===== src/design/pefg_pkg.sv =====
// package for the port e/f/g alternate function override block
package pefg_pkg;
    // ---------------------------------------------------------------
    // register map (apb byte addresses, one word each)
    // ---------------------------------------------------------------
    localparam logic [7:0] CTRL_OFS = 8'h00; // peripheral enables and modes
    localparam logic [7:0] PORTE_OFS = 8'h04; // port e data/dir
    localparam logic [7:0] PORTF_OFS = 8'h08; // port f data/dir
    localparam logic [7:0] PORTG_OFS = 8'h0c; // port g data/dir
    localparam logic [7:0] PINS_OFS = 8'h10; // pin readback, read only
    localparam logic [7:0] STAT_OFS = 8'h14; // effective dir, read only
    // ---------------------------------------------------------------
    // control register bit positions
    // ---------------------------------------------------------------
    localparam int PULLUP_OFF_BIT = 2; // global pull-up off, wins over every pull-up
    localparam int RXEN_BIT = 0; // usart0 receive enable
    localparam int TXEN_BIT = 1; // usart0 transmit enable
    localparam int SYNC_BIT = 3; // usart0 synchronous mode
    localparam int SCAN_BIT = 4; // boundary-scan enable
    localparam int ASYNC_BIT = 5; // asynchronous timer oscillator
    localparam int XMEM_BIT = 6; // external memory enable
    localparam int LEGACY_BIT = 7; // legacy compatibility fuse
    localparam int PROG_BIT = 8; // serial programming active
    localparam int OC3_LSB = 9; // timer3 compare enables a,b,c
    localparam int IRQ_LSB = 12; // external irq enables 7:4
    localparam int CTRL_W = 16; // control width
    localparam logic [15:0] CTRL_RST = 16'h0000; // reset value
    localparam logic [7:0] PORT_RST = 8'h00; // port data/dir reset
    // ---------------------------------------------------------------
    // per-pin override bundle
    // ---------------------------------------------------------------
    typedef struct packed {
        logic pullOvrEn; // pullup_override_en
        logic pullOvrVal; // pullup_override_val
        logic dirOvrEn; // dir_override_en
        logic dirOvrVal; // dir_override_val
        logic outOvrEn; // outval_override_en
        logic outOvrVal; // outval_override_val
        logic dinOvrEn; // input_en_override_en
        logic dinOvrVal; // input_en_override_val
    } pefg_ovr_t;
    // peripheral signals that drive pins
    typedef struct packed {
        logic usartClkOut; // usart0_ext_clock output
        logic usartTxLine; // usart0_tx_line
        logic progSerialOut; // prog_serial_out
        logic [2:0] timer3Cmp; // compare a,b,c levels
        logic scanDataOut; // scan data out
        logic scanShiftState; // tap in shift-ir or shift-dr
        logic memAle; // address latch enable
        logic memRd; // read strobe
        logic memWr; // write strobe
    } pefg_periph_t;
endpackage


===== src/design/pefg_override.sv =====
// port e/f/g alternate function override logic with an apb register file
`timescale 1ns/10ps
`default_nettype none
module pefg_override
    import pefg_pkg::*;
(
    input wire logic ref_clk, // 20 mhz system clock
    input wire logic rst, // asynchronous, active high
    input wire logic [7:0] paddr, // apb address
    input wire logic psel, // apb select
    input wire logic penable, // apb enable
    input wire logic pwrite, // apb direction
    input wire logic [31:0] pwdata, // apb write data
    output logic [31:0] prdata, // apb read data
    output logic pready, // apb ready
    output logic pslverr, // apb error
    input wire pefg_pkg::pefg_periph_t periph, // peripheral drive signals
    input wire logic [7:0] portEIn, // pin levels port e
    input wire logic [7:0] portFIn, // pin levels port f
    input wire logic [4:0] portGIn, // pin levels port g
    output logic [7:0] portEOut, // pad output value
    output logic [7:0] portEOe, // pad output enable
    output logic [7:0] portEPull, // pad pull-up enable
    output logic [7:0] portFOut, // pad output value
    output logic [7:0] portFOe, // pad output enable
    output logic [7:0] portFPull, // pad pull-up enable
    output logic [4:0] portGOut, // pad output value
    output logic [4:0] portGOe, // pad output enable
    output logic [4:0] portGPull, // pad pull-up enable
    output logic [7:0] portEDin, // gated digital input to peripherals
    output logic [7:0] portFDin, // gated digital input
    output logic [4:0] portGDin, // gated digital input
    output logic usartRxIn, // usart0_rx_line sample
    output logic usartClkIn, // usart0_ext_clock input
    output logic progSerialIn, // prog_serial_in sample
    output logic scanDataIn, // scan data input
    output logic scanModeSel, // tap mode select
    output logic scanClk // tap clock level
);
    // ---------------------------------------------------------------
    // registers
    // ---------------------------------------------------------------
    logic [CTRL_W-1:0] ctrl; // enables and modes
    logic [7:0] dataE, dirE, dataF, dirF; // port e/f data and direction
    logic [4:0] dataG, dirG; // port g data and direction
    pefg_ovr_t ovrE [8]; // override bundles per pin
    pefg_ovr_t ovrF [8];
    pefg_ovr_t ovrG [5];
    logic [7:0] effDirE, effDirF; // resolved directions for readback
    logic [4:0] effDirG;

    // control aliases
    logic pullupOff; // global pull-up off
    logic rxEn; // usart0_receive_enable
    logic txEn; // usart0_transmit_enable
    logic syncSel; // usart0_sync_select
    logic scanEn; // scan_port_enable
    logic asyncSel; // async_timer_osc_sel
    logic xmemEn; // ext_mem_enable, or forced by legacy mode
    logic legacy; // legacy compatibility fuse
    logic progEn; // serial programming in progress
    logic [2:0] oc3En; // timer3 compare enables a,b,c
    logic [3:0] irqEn; // external irq enables pe7:4
    assign pullupOff = ctrl[PULLUP_OFF_BIT];
    assign rxEn = ctrl[RXEN_BIT];
    assign txEn = ctrl[TXEN_BIT];
    assign syncSel = ctrl[SYNC_BIT];
    assign scanEn = ctrl[SCAN_BIT];
    assign asyncSel = ctrl[ASYNC_BIT];
    assign xmemEn = ctrl[XMEM_BIT] | legacy;
    assign legacy = ctrl[LEGACY_BIT];
    assign progEn = ctrl[PROG_BIT];
    assign oc3En = ctrl[OC3_LSB+2:OC3_LSB];
    assign irqEn = ctrl[IRQ_LSB+3:IRQ_LSB];

    // ---------------------------------------------------------------
    // pin resolution
    // ---------------------------------------------------------------
    typedef struct packed {
        logic oe; // drive enable
        logic out; // drive value
        logic pull; // pull-up on
        logic die; // digital input enabled
    } pefg_pad_t;

    // generic override merge shared by every pin
    // the pull-up off bit is applied last, so no override can bring a pull-up back
    function automatic pefg_pad_t resolve(input pefg_ovr_t o, input logic dat, input logic dir,
                                          input logic pullOffIn);
        pefg_pad_t p;
        logic pu;
        p.oe = o.dirOvrEn ? o.dirOvrVal : dir;
        p.out = o.outOvrEn ? o.outOvrVal : dat;
        pu = o.pullOvrEn ? o.pullOvrVal : (dat & ~dir & ~pullOffIn);
        p.pull = pu & ~pullOffIn;
        p.die = o.dinOvrEn ? o.dinOvrVal : 1'b1;
        return p;
    endfunction

    // ---------------------------------------------------------------
    // override tables for port e
    // ---------------------------------------------------------------
    always_comb
    begin
        for (int i = 0; i < 8; i++)
        begin
            ovrE[i] = '0;
        end
        // pe0: receiver or programming input
        // the programming input needs no override, it reads the pin through the tap below
        ovrE[0].pullOvrEn = rxEn;
        ovrE[0].pullOvrVal = dataE[0] & ~pullupOff;
        ovrE[0].dirOvrEn = rxEn;
        ovrE[0].dirOvrVal = 1'b0;
        // pe1: transmitter or programming output
        ovrE[1].pullOvrEn = txEn | progEn;
        ovrE[1].dirOvrEn = txEn | progEn;
        ovrE[1].dirOvrVal = 1'b1;
        ovrE[1].outOvrEn = txEn | progEn;
        ovrE[1].outOvrVal = progEn ? periph.progSerialOut : periph.usartTxLine;
        // pe2: direction register decides clock in or out
        // no direction override here: software sets the direction bit to be clock master
        ovrE[2].outOvrEn = syncSel;
        ovrE[2].outOvrVal = periph.usartClkOut;
        // pe3: compare channel a named by the pin
        ovrE[3].outOvrEn = oc3En[0];
        ovrE[3].outOvrVal = periph.timer3Cmp[0];
        // pe5:4 compare c and b
        ovrE[4].outOvrEn = oc3En[1];
        ovrE[4].outOvrVal = periph.timer3Cmp[1];
        ovrE[5].outOvrEn = oc3En[2];
        ovrE[5].outOvrVal = periph.timer3Cmp[2];
        for (int i = 4; i < 8; i++)
        begin
            ovrE[i].dinOvrEn = irqEn[i-4];
            ovrE[i].dinOvrVal = 1'b1;
        end
    end

    // ---------------------------------------------------------------
    // override tables for port f; pf3:0 stay all zero
    // ---------------------------------------------------------------
    always_comb
    begin
        for (int i = 0; i < 8; i++)
        begin
            ovrF[i] = '0;
        end
        for (int i = 4; i < 8; i++)
        begin
            ovrF[i].pullOvrEn = scanEn;
            ovrF[i].pullOvrVal = (i != 6);
            ovrF[i].dirOvrEn = scanEn;
            ovrF[i].dinOvrEn = scanEn;
            ovrF[i].dinOvrVal = 1'b0;
        end
        // pf6 turns around only while the tap shifts, so a shared net sees no contention otherwise
        ovrF[6].dirOvrVal = periph.scanShiftState;
        ovrF[6].outOvrEn = scanEn;
        ovrF[6].outOvrVal = periph.scanDataOut;
    end

    // ---------------------------------------------------------------
    // override tables for port g
    // ---------------------------------------------------------------
    always_comb
    begin
        for (int i = 0; i < 5; i++)
        begin
            ovrG[i] = '0;
        end
        for (int i = 3; i < 5; i++)
        begin
            ovrG[i].pullOvrEn = asyncSel;
            ovrG[i].dirOvrEn = asyncSel;
            ovrG[i].dinOvrEn = asyncSel;
        end
        // legacy mode reuses the memory enable, so pg2:0 stay strobes there
        for (int i = 0; i < 3; i++)
        begin
            ovrG[i].pullOvrEn = xmemEn;
            ovrG[i].dirOvrEn = xmemEn;
            ovrG[i].dirOvrVal = 1'b1;
            ovrG[i].outOvrEn = xmemEn;
        end
        ovrG[2].outOvrVal = periph.memAle;
        ovrG[1].outOvrVal = periph.memRd;
        ovrG[0].outOvrVal = periph.memWr;
    end

    // ---------------------------------------------------------------
    // merge per pin and drive the pads
    // ---------------------------------------------------------------
    always_comb
    begin
        pefg_pad_t p;
        p = '0;
        for (int i = 0; i < 8; i++)
        begin
            p = resolve(ovrE[i], dataE[i], dirE[i], pullupOff);
            portEOe[i] = p.oe;
            portEOut[i] = p.out;
            portEPull[i] = p.pull;
            portEDin[i] = p.die & portEIn[i];
            effDirE[i] = p.oe;
            p = resolve(ovrF[i], dataF[i], dirF[i], pullupOff);
            portFOe[i] = p.oe & ~legacy;
            portFOut[i] = p.out;
            // reset clears the scan enable, so this reset term never turns a scan pull-up on
            portFPull[i] = p.pull | (rst & scanEn & ovrF[i].pullOvrVal & ~pullupOff);
            portFDin[i] = p.die & portFIn[i];
            effDirF[i] = p.oe & ~legacy;
        end
        for (int i = 0; i < 5; i++)
        begin
            p = resolve(ovrG[i], dataG[i], dirG[i], pullupOff);
            portGOe[i] = p.oe;
            portGOut[i] = p.out;
            portGPull[i] = p.pull;
            portGDin[i] = p.die & portGIn[i];
            effDirG[i] = p.oe;
        end
    end

    // ---------------------------------------------------------------
    // peripheral input taps
    // ---------------------------------------------------------------
    assign usartRxIn = portEIn[0];
    assign progSerialIn = portEIn[0];
    assign usartClkIn = portEIn[2];
    assign scanDataIn = portFIn[7] & scanEn;
    assign scanModeSel = portFIn[5] & scanEn;
    assign scanClk = portFIn[4] & scanEn;

    // ---------------------------------------------------------------
    // apb slave: zero wait states
    // ---------------------------------------------------------------
    logic wrStb;
    logic mapped;
    assign wrStb = psel & penable & pwrite;
    assign pready = 1'b1; // every access completes in its access phase
    assign mapped = (paddr == CTRL_OFS) || (paddr == PORTE_OFS) || (paddr == PORTF_OFS) ||
                    (paddr == PORTG_OFS) || (paddr == PINS_OFS) || (paddr == STAT_OFS);
    // unmapped words answer with an error and read as zero; writes to them are dropped
    assign pslverr = psel & penable & ~mapped;

    // ---------------------------------------------------------------
    // control register writes
    // ---------------------------------------------------------------
    always_ff @(posedge ref_clk or posedge rst)
    begin
        if (rst)
        begin
            ctrl <= CTRL_RST;
        end
        else if (wrStb && paddr == CTRL_OFS)
        begin
            ctrl <= pwdata[CTRL_W-1:0];
        end
    end

    // ---------------------------------------------------------------
    // port data/direction writes: data in [7:0], direction in [15:8]
    // ---------------------------------------------------------------
    always_ff @(posedge ref_clk or posedge rst)
    begin
        if (rst)
        begin
            dataE <= PORT_RST;
            dirE <= PORT_RST;
            dataF <= PORT_RST;
            dirF <= PORT_RST;
            dataG <= PORT_RST[4:0];
            dirG <= PORT_RST[4:0];
        end
        else if (wrStb)
        begin
            if (paddr == PORTE_OFS)
            begin
                dataE <= pwdata[7:0];
                dirE <= pwdata[15:8];
            end
            if (paddr == PORTF_OFS)
            begin
                dataF <= pwdata[7:0];
                dirF <= pwdata[15:8];
            end
            // legacy mode keeps port g out of general use
            if (paddr == PORTG_OFS && !legacy)
            begin
                dataG <= pwdata[4:0];
                dirG <= pwdata[12:8];
            end
        end
    end

    // ---------------------------------------------------------------
    // read data is registered so it is stable during the access phase
    // ---------------------------------------------------------------
    always_ff @(posedge ref_clk or posedge rst)
    begin
        if (rst)
        begin
            prdata <= 32'h00000000;
        end
        else if (psel && !penable && !pwrite)
        begin
            case (paddr)
                CTRL_OFS: prdata <= {16'h0000, ctrl};
                PORTE_OFS: prdata <= {16'h0000, dirE, dataE};
                PORTF_OFS: prdata <= {16'h0000, dirF, dataF};
                PORTG_OFS: prdata <= {19'h0, dirG, 3'h0, dataG};
                PINS_OFS: prdata <= {11'h0, portGIn, portFIn, portEIn};
                STAT_OFS: prdata <= {11'h0, effDirG, effDirF, effDirE};
                default: prdata <= 32'h00000000;
            endcase
        end
    end
endmodule // pefg_override
`default_nettype wire


===== config.mk =====
export PLATFORM = sky130hd
export DESIGN_NAME = pefg_override
export DESIGN_NICKNAME = d
export VERILOG_FILES = /design/src/design/pefg_pkg.sv /design/src/design/pefg_override.sv
export SDC_FILE = /design/constraint.sdc
export NUM_CORES = 1
export LEC_CHECK = 0
export BUFFER_PORTS_ARGS = -buffer_cell sky130_fd_sc_hd__buf_2
export CORE_MARGIN = 5
export CORE_UTILIZATION = 35
export DETAILED_ROUTE_END_ITERATION = 10
export PLACE_DENSITY = 0.66
export SYNTH_ARGS = -nofsm -noshare
export SYNTH_HDL_FRONTEND = slang
export SYNTH_SLANG_ARGS = --single-unit

===== constraint.sdc =====
create_clock -name ref_clk -period 5.42 [get_ports ref_clk]
set_input_delay 0.542 -clock ref_clk [delete_from_list [all_inputs] [get_ports ref_clk]]
set_output_delay 0.542 -clock ref_clk [all_outputs]
set_load 0.05 [all_outputs]

* Word level (Yosys, flattened, before mapping)
Index checks and enable logic that the tools add are counted.
** Word-level totals
- Register bits :: 90
- Bits of input ports :: 77
- Output and inout bits :: 124
- Word-level logic and storage cells :: 179
** Operators by class
- Eq/ne operators :: 5
- Multiplexer cells :: 35
- Bitwise operators :: 115
- Reductions and logical operators :: 16
** Operators by type and width (number)
- $pmux W21 S6 :: 1
- $and A1 B1 Y1 :: 86
- $mux W1 :: 34
- $not A1 Y1 :: 24
- $eq A8 B4 Y1 const B :: 2
- $eq A8 B5 Y1 const B :: 2
- $eq A8 B3 Y1 const B :: 1
- $logic_not A8 Y1 :: 1
- $reduce_and A2 Y1 :: 3
- $logic_or A1 B1 Y1 :: 5
- $or A1 B1 Y1 :: 5
- $logic_and A1 B1 Y1 :: 4
- $logic_not A1 Y1 :: 3

* Longest topological paths before layout
Gate-level depths: netlist of the first run.
- Word-level depth :: 8
- Mapped depth :: 6
- Mapped depth without buffers :: 4

* Worst setup path before layout of the first run
OpenSTA, ideal clock, no wires.
- Path type :: reg2out
- Start :: reg ctrl[7]
- End :: out portGPull[1]
- Data arrival time :: 2433 ps
- Data required time :: 4878 ps
- Slack :: 2445 ps
- Cell stages (with the launch flop) :: 4
- Buffers on the path :: 1
- Path through :: dfrtp_1 > clkbuf_1 > or3_1 > nor3b_1
** On the way
- Longest elaborated chain between the ends :: 3
** Ends and longest elaborated chain
- start: declaration :: line pefg_override.sv:43 : logic [CTRL_W-1:0] ctrl;
- start signal: assignment :: line pefg_override.sv:258 : ctrl <= pwdata[CTRL_W-1:0];
- $or A1 B1 Y1 :: line pefg_override.sv:70 : assign xmemEn = ctrl[XMEM_BIT] | legacy;
- $mux W1 :: line pefg_override.sv:94 : pu = o.pullOvrEn ? o.pullOvrVal : (dat & ~dir & ~pullOffIn);
- $and A1 B1 Y1 :: line pefg_override.sv:95 : p.pull = pu & ~pullOffIn;
- end: declaration :: line pefg_override.sv:29 : output logic [4:0] portGPull,
Every way passes these cells.

* Worst setup path after layout of the first run
- Start :: in paddr[4]
- End :: reg dirF[7]
** On the way
- Longest elaborated chain between the ends :: 2
** Ends and longest elaborated chain
- start: declaration :: line pefg_override.sv:9 : input wire logic [7:0] paddr,
- $eq A8 B4 Y1 :: line pefg_override.sv:283 : if (paddr == PORTF_OFS)
- $reduce_and A2 Y1 (no line)
- end signal: assignment :: line pefg_override.sv:286 : dirF <= pwdata[15:8];
- end: declaration :: line pefg_override.sv:44 : logic [7:0] dataE, dirE, dataF, dirF;
Every way passes these cells.
A chain may end at the register's enable or synchronous reset.

==> results of run 1 <==
-- where the power goes --
group | internal [mW] | switching (mW)
logic | 0.0719 | 0.212
clock network | 0.402 | 0.242
registers | 0.608 | 0.0153
-- cell families after synthesis --
| family | Yosys count |
|---|---|
| and+or+nand+nor | 121 |
| muxes | 93 |
| DFF | 79 |
| buffers and inverters | 77 |
| AOI/OAI and AO/OA | 43 |
| other | 2 |
-- registers in the layout (all words and copies together), names as in the netlist --
name,cells
dirF,8
dirE,8
prdata,21
ctrl,16
dirG,5
dataG,5
dataE,8
dataF,8
-- layout make-up --
cell class / instances / share of cell area (%)
Multi-Input combinational cell: 269 / 39.3
Sequential cell: 79 / 34.9
Timing Repair Buffer: 177 / 15.9
Clock buffer: 10 / 4.05
Tap cell: 176 / 3.89
Clock inverter: 6 / 1.50
Inverter: 5 / 0.354
Antenna cell: 3 / 0.133
-- through the flow --
| step | instances | util [%] | hold WS [ns] | worst slack, ns |
|---|---|---|---|---|
| after global routing | 724 | 43.0 | 0.472 | 2.71 |
| final | 725 | 43.1 | 0.461 | 2.82 |
| after global placement | 706 | 40.6 | 0.462 | 2.46 |
| after floorplan | 425 | - | 0.479 | 2.45 |
| after CTS | 722 | 43.0 | 0.457 | 2.83 |
| after detailed placement | 706 | 40.6 | 0.470 | 2.48 |
-- worst paths after layout --
path,from,to,slack (ns),cells past startpoint
worst max-delay path,paddr[4],dirF[7]$_DFFE_PP0P_,2.82,6
worst max register to register,ctrl[4]$_DFFE_PP0P_,prdata[4]$_DFFE_PP0P_,3.51,4
worst min-delay path,pwdata[10],dirE[2]$_DFFE_PP0P_,0.46,2
max in group asynchronous,rst,dirF[4]$_DFFE_PP0P_,4.24,3
min in group asynchronous,rst,ctrl[0]$_DFFE_PP0P_,0.53,3
worst min register to register,prdata[4]$_DFFE_PP0P_,prdata[4]$_DFFE_PP0P_,0.48,2
-- cell usage after synthesis, types with 2 or more instances --
cell,n,area (um2)
nor3b_1,17,128
inv_1,5,18.8
o2bb2ai_1,4,35.0
mux2_2,60,676
nand3_1,14,70.1
nor4b_1,3,26.3
and4_1,2,17.5
or3_1,4,25.0
o21ai_0,11,55.1
mux4_2,7,158
a32oi_1,3,26.3
a21oi_1,9,45.0
buf_4,49,368
mux2i_1,14,140
nor4_4,2,42.5
a221oi_1,6,52.6
a22oi_1,2,15.0
mux2_4,10,150
nand4_1,3,18.8
conb_1,2,7.51
and4b_1,2,20.0
mux2_1,2,22.5
and2_1,3,18.8
nor2_1,24,90.1
nor3_1,2,10.0
dfrtp_1,79,1980
nor2b_1,16,100
buf_2,8,40.0
clkbuf_1,14,52.6
nand2_1,20,75.1
-- layout by cell type, fill, tap and decap left out, types with 2 or more instances in the layout --
| master | n |
|---|---|
| clkinvlp_4 | 2 |
| nand3_1 | 14 |
| nor2b_1 | 16 |
| mux2_4 | 10 |
| o2bb2ai_1 | 4 |
| nand2_1 | 20 |
| dfrtp_1 | 79 |
| a221oi_1 | 6 |
| or3_1 | 4 |
| a21oi_1 | 9 |
| bufinv_16 | 2 |
| and4b_1 | 2 |
| nor3b_1 | 16 |
| nor3_1 | 2 |
| and4_1 | 2 |
| clkinv_2 | 3 |
| mux2i_1 | 14 |
| a22oi_1 | 2 |
| nor4_4 | 2 |
| inv_1 | 4 |
| conb_1 | 12 |
| diode_2 | 3 |
| a32oi_1 | 3 |
| clkbuf_16 | 9 |
| o21ai_0 | 11 |
| nand4_1 | 3 |
| mux2_2 | 60 |
| nor2_1 | 24 |
| and2_1 | 3 |
| mux4_2 | 7 |
| buf_2 | 172 |
| buf_4 | 5 |
| nor4b_1 | 3 |
| mux2_1 | 2 |
-- critical path, delay by kind of cell --
kind          cells  cell delay (ns)
simple gates      3             1.15
mux               1             0.42
buf+inv           2             0.67
-- layer usage --
metal / GRT usage [%] / vias up
li1: - / 1704
met3: 4.39 / 19
met4: 7.02 / 0
met5: 0 / -
met2: 30.4 / 159
met1: 23.8 / 1865
==> flow_summary.yaml, run 1 <==
run_status:
  status: "finished, final reports clean"
route:
  drtIter0Drc: 256
  dr_wl_met2_um: 7090
  wl_met3_um: 1030
  route.detailed.drc: 0
  routed.top_layer: "met4"
  vias: 3747
  ant_nets: 0
  wl_um: 14700
  wl_per_cell_um: 20.2
  m1WireLength_um: 6290
  vias_per_cell: 5.17
  dr.pass1.iters: 4
timing:
  finalCritPeriodShare_pct: 47.9
  slew_headroom_pct: 31.8
  tightest_slew_ns: 1.02
  rsz0062_at_grt: "false"
  tns_ns: 0
  fin_crit_ns: 2.60
  setup_viol: 0
  max_freq_mhz: 385
  skew_ns: 0.00984
  final_max_slew_viol_count: 0
  hold_viol: 0
clock_tree:
  clock_latency_ns: 0.34
  cts_tree: "built"
  cts_inserted_buffers: 9
  cts_hold_buf: 0
  clkTransAtPathRegs_ns: 0.06
  cts_root_buf: "clkbuf_16"
  cts_sinks: 79
  h-tree-depth: 3
  clk_path_buf_depth: 2
  ctsResizeCount: 0
  cts_setup_buffers: 0
finish:
  nNetsFinal: 618
  nFillCells: 1292
  drive_above_1_share_pct: 51.1
  area_growth_pct: 21.8
  regArea_um2: 1980
  stdcell_area_um2: 5660
  multiInputGateArea_um2: 2220
floorplanning:
  pin_count: 201
  die-width_um: 125
  die_area_um2: 15700
  start_util_pct: 35.4
  rows: 42
  die_y_um: 125
  core_um2: 13100
logic_synthesis:
  netlist_area_um2: 4650
  synth_top_family_by_area: "multiplexers"
  synthSimpleGateAreaFrac_pct: 15.7
  syn-instance-count: 415
  avgSynthCellArea_um2: 11.2
  synth-async-reset-ratio_pct: 100
  synth_compound_area_share_pct: 6.38
  synthMuxAreaShare_pct: 24.7
  synth-edff-count: 0
  synth-seq-cells: 79
  yosys.area_share.adder_pct: 0
  ys_types: 48
  synth_warnings: 0
  synth_xor_area_share_pct: 0
  ys_seq_area_share_pct: 42.6
  synthFlopType: "dfrtp_1"
critical_path:
  end_kind: "flop"
  crit_required_ns: 5.63
  cp_max_fo: 20
  path_cells: "buf_2, buf_4, nor2_1, and4_1, nand2_1, mux2_2"
  path_class: "in -> reg"
  slowest_stage: "nand2_1"
  crit_path_start_kind: "input pin"
  cpPeakStageDelay_ns: 0.68
  arrival_ns: 2.81
power_and_ir_drop:
  p_total_mw: 1.55
  ir_worst_vdd_v: 0.000160
  leakage_nw: 3.05
  pwr_density_cell_nw_per_um2: 274
hold_path:
  min_path_type: "in -> reg"
global_route:
  grtUsageTotal_pct: 18.5
  grt_max_degree: 80
  first_global_vias: 3943
  gr-total-overflow: 0
  antenna_found_initial: 2
  grt_pass1_wl_um: 22800
job:
  drv_cap: 0
placed_design:
  dp_hpwl_um: 10700
  finalWeightedCongestion: 0.829
  io_buffer_count: 172
  place_area_um2: 5340
(Power assumes the default switching activity.)
==> run 2, diff against run 1 <==
- clock period: 5.42 -> 2.4 ns (I/O delays scaled with it)
==> flow_summary.yaml, run 2 (synthesis gave the netlist of run 1 again) <==
clock_tree:
  cts_inserted_buffers: 9
  cts_sinks: 79
  clk_path_buf_depth: 2
  ctsResizeCount: 0
  clock_latency_ns: 0.34
  h-tree-depth: 3
  cts_root_buf: "clkbuf_16"
  cts_tree: "built"
  clkTransAtPathRegs_ns: 0.06
critical_path:
  cp_max_fo: 17
  crit_family: "flip-flops"
  path_cells: "buf_4, nor3b_1, buf_2"
  crit_path_start_kind: "flop"
  crit_required_ns: 2.16
  cpPeakStageDelay_ns: 0.66
  slowest_stage: "dfrtp_1"
  end_kind: "primary output"
  arrival_ns: 1.82
  path_class: "reg -> out"
  cp_num_buf_inv: 2
finish:
  largest_register_ffs: 21
  regMostFlops: "prdata"
  nNetsFinal: 633
  layout_commonest_cell: "buf_2"
  top_regs: "prdata (21), ctrl (16)"
  final_cell_mix: "buf_2, dfrtp_1, mux2_2"
  diodes: 0
  area_growth_pct: 24.5
  stdcell_area_um2: 5780
  drive_above_1_share_pct: 53.3
global_route:
  grtUsageTotal_pct: 19.0
  antenna_found_initial: 0
  gr-usage-met3_pct: 3.92
  grt_max_degree: 45
  grt_use_met1_pct: 22.4
  gr-total-overflow: 0
  grt_pass1_wl_um: 23300
  busiest_layer: "met2"
  grt_use_met2_pct: 33.6
  first_global_vias: 4082
route:
  ant_nets: 0
  wl_um: 14900
  vias: 3766
  drtIter0Drc: 196
  dr.pass1.iters: 4
  route.detailed.drc: 0
  wl_per_cell_um: 20.3
  vias_per_cell: 5.12
timing:
  hold_viol: 0
  slew_headroom_pct: 48.2
  rsz0062_at_grt: "false"
  final_max_slew_viol_count: 0
  max_freq_mhz: 486
  finalCritPeriodShare_pct: 85.7
  setup_viol: 0
  fin_crit_ns: 2.06
  tns_ns: 0
  tightest_slew_ns: 0.778
  whs_ns: 0.165
  skew_ns: 0.00396
placed_design:
  dp_hpwl_um: 11300
  finalWeightedCongestion: 0.836
  io_buffer_count: 172
  place_area_um2: 5490
power_and_ir_drop:
  pwr_density_cell_nw_per_um2: 590
  p_total_mw: 3.41
  pwr-share-clk_pct: 39.5
  p_int_mw: 2.36
  switching_share_pct: 30.7
  ir_worst_vdd_v: 0.000253
  comb_power_share_pct: 19.1
  p_sw_mw: 1.05
  leakage_nw: 3.14
  p_seq_share_pct: 41.3
floorplanning:
  core_um2: 13100
  die_y_um: 125
  start_util_pct: 35.4
  die_area_um2: 15700
  die-width_um: 125
  pin_count: 201
  rows: 42
run_status:
  status: "finished, final reports clean"
job:
  drv_cap: 0
hold_path:
  min_path_type: "in -> reg"
-- run 2: area by class of cell --
class / count / area [um2]
fillers: 1290 / 7350
multi-input cells: 269 / 2250
flip-flops and latches: 79 / 1980
repair buffers: 192 / 1030
clock buffers: 10 / 239
well taps: 176 / 220
clock inverters: 4 / 47.5
inverters: 5 / 20.0
-- run 2: through the flow --
stage / util, % / worst slack (ns) / cells
floorplan: - / 0.0570 / 425
global placement: 41.8 / 0.386 / 720
detailed placement: 41.8 / 0.369 / 720
CTS: 44.0 / 0.340 / 735
global route: 44.0 / 0.248 / 735
finish: 44.0 / 0.343 / 735
-- run 2: worst paths after layout --
path                                   startpoint                endpoint  slack (ns)  cells after the start
max                           ctrl[2]$_DFFE_PP0P_            portFPull[0]        0.34                      3
min                                     pwdata[5]     ctrl[5]$_DFFE_PP0P_        0.17                      2
max reg2reg                   ctrl[1]$_DFFE_PP0P_   prdata[1]$_DFFE_PP0P_        0.65                      4
min reg2reg                prdata[16]$_DFFE_PP0P_  prdata[16]$_DFFE_PP0P_        0.48                      2
max in group asynchronous                     rst    dataE[1]$_DFFE_PP0P_        1.18                      4
min in group asynchronous                     rst    dataG[1]$_DFFE_PP0P_        0.53                      3
-- run 2: repair_timing --
item / in CTS / in global routing
setup endpoints to repair: 0 / 0
hold endpoints to repair: 4 / 0
hold buffers: 1 / 0
buffers inserted: 0 / 0
-- run 2: routing by layer --
metal	vias to the layer above	share of wire, %
met4	0	3.1
li1	1715	-
met1	1869	39
met3	33	6.1
met5	-	0
met2	149	51
-- run 2: power groups by stage --
stage / combinational, mW / clock (mW) / sequential (mW)
after floorplan: 0.406 / 0 / 1.52
after global placement: 0.648 / 0 / 1.43
after detailed placement: 0.657 / 0 / 1.44
after CTS: 0.658 / 1.38 / 1.41
after global routing: 0.692 / 1.41 / 1.42
final: 0.653 / 1.35 / 1.41
==> run 3, diff against run 2 <==
- CTS_BUF_LIST: default -> sky130_fd_sc_hd__clkbuf_4
- SLEW_MARGIN: default -> 20
==> flow_summary.yaml, run 3 (synthesis gave the netlist of run 1 again) <==
run_status:
  status: "finished, final reports clean"
critical_path:
  end_kind: "primary output"
  slowest_stage: "dfrtp_1"
  rrSetupSlack_ns: 0.64
  rr_worst_depth: 4
  crit_required_ns: 2.16
  cp_max_fo: 17
  cp_num_buf_inv: 2
  r2r_start: "ctrl[1]$_DFFE_PP0P_"
  crit_path_start_kind: "flop"
  path_class: "reg -> out"
  cpPeakStageDelay_ns: 0.68
  worstReg2RegEnd: "prdata[1]$_DFFE_PP0P_"
  arrival_ns: 1.91
  crit_family: "flip-flops"
  path_cells: "buf_4, nor3b_1, buf_2"
route:
  vias_per_cell: 5.14
  ant_nets: 0
  vias: 3775
  wl_um: 14900
  drtIter0Drc: 248
  route.detailed.drc: 0
  dr.pass1.iters: 5
  wl_per_cell_um: 20.3
finish:
  layout_commonest_cell: "buf_2"
  area_growth_pct: 20.9
  finalNonFillerCells: 735
  drive_above_1_share_pct: 53.1
  diodes: 0
  top_regs: "prdata (21), ctrl (16)"
  nNetsFinal: 633
  stdcell_area_um2: 5620
  largest_register_ffs: 21
  finish.utilization_pct: 42.7
  regMostFlops: "prdata"
  final_cell_mix: "buf_2, dfrtp_1, mux2_2"
floorplanning:
  die_y_um: 125
  core_um2: 13100
  rows: 42
  die_area_um2: 15700
  pin_count: 201
  die-width_um: 125
  start_util_pct: 35.4
clock_tree:
  cts_sinks: 79
  clock_latency_ns: 0.43
  ctsResizeCount: 0
  clk_path_buf_depth: 2
  cts_inserted_buffers: 9
  cts_root_buf: "clkbuf_4"
  h-tree-depth: 3
  clkTransAtPathRegs_ns: 0.13
  cts_tree: "built"
power_and_ir_drop:
  pwr_density_cell_nw_per_um2: 503
  p_total_mw: 2.82
  leakage_nw: 3.07
  ir_worst_vdd_v: 0.000235
global_route:
  antenna_found_initial: 0
  grt_pass1_wl_um: 23300
  grtUsageTotal_pct: 18.9
  first_global_vias: 4048
  grt_max_degree: 45
  gr-total-overflow: 0
timing:
  tightest_slew_ns: 0.768
  final_max_slew_viol_count: 0
  hold_viol: 0
  setup_ws_ns: 0.246
  max_freq_mhz: 464
  fin_crit_ns: 2.15
  setup_viol: 0
  finalCritPeriodShare_pct: 89.8
  whs_ns: 0.0675
  rsz0062_at_grt: "false"
  slew_headroom_pct: 48.8
  skew_ns: 0.0107
  tns_ns: 0
placed_design:
  dp_slack_ns: 0.369
  dp.cells: 720
  dp_hpwl_um: 11300
  place_area_um2: 5490
  finalWeightedCongestion: 0.836
  io_buffer_count: 172
hold_path:
  hold_start: "pwdata[6]"
  whs_endpoint: "ctrl[6]$_DFFE_PP0P_"
  min_path_type: "in -> reg"
  hold_depth: 2
job:
  drv_cap: 0
run 3: cell count changes in the layout (fill, tap and decap cells not counted), sizes merged:
cell	change
clkbuf	-1
clkinv	+1
run 3: worst reg2reg max path: stages, from the launching register on:
cell and delay (ns):
dfrtp_1 0.45, or3_1 0.44, mux4_2 0.48, a22oi_1 0.18, a21oi_1 0.09
run 3: cell type report:
| class | instances | area, um2 |
|---|---|---|
| multi-input combinational | 269 | 2250 |
| clock buffer | 9 | 67.6 |
| sequential | 79 | 1980 |
| clock inverter | 5 | 51.3 |
| inverter | 5 | 20.0 |
| timing repair buffer | 192 | 1030 |
| tap | 176 | 220 |
| fill | 1303 | 7520 |
run 3: power by group:
group	leakage [nW]	total [mW]	switching (mW)	internal (mW)
registers	1.08	1.41	0.0363	1.37
logic	1.92	0.653	0.482	0.172
clock network	0.0651	0.761	0.461	0.300
run 3: how the worst max path moves through the flow:
stage,slack [ns],startpoint,endpoint,cells past startpoint
2_1_floorplan,0.06,ctrl[5]$_DFFE_PP0P_,portGPull[4],1
3_3_place_gp,0.39,paddr[5],dataF[3]$_DFFE_PP0P_,6
3_5_place_dp,0.37,paddr[5],dataF[5]$_DFFE_PP0P_,6
4_1_cts,0.22,ctrl[2]$_DFFE_PP0P_,portFPull[0],3
5_1_grt,0.12,ctrl[2]$_DFFE_PP0P_,portEPull[0],3
6_report,0.25,ctrl[2]$_DFFE_PP0P_,portFPull[0],3
run 3: timing repair:
item	CTS	global route
hold buffers	1	0
endpoints found under the hold margin	35	0
buffers inserted	0	0
run 3: routing by layer:
metal | vias to the layer above | wire length (um) | track usage (%)
met4 | 0 | 342 | 6.44
li1 | 1718 | - | -
met2 | 150 | 7660 | 33.4
met3 | 24 | 972 | 4.48
met5 | - | 0 | 0
met1 | 1883 | 5910 | 22.6
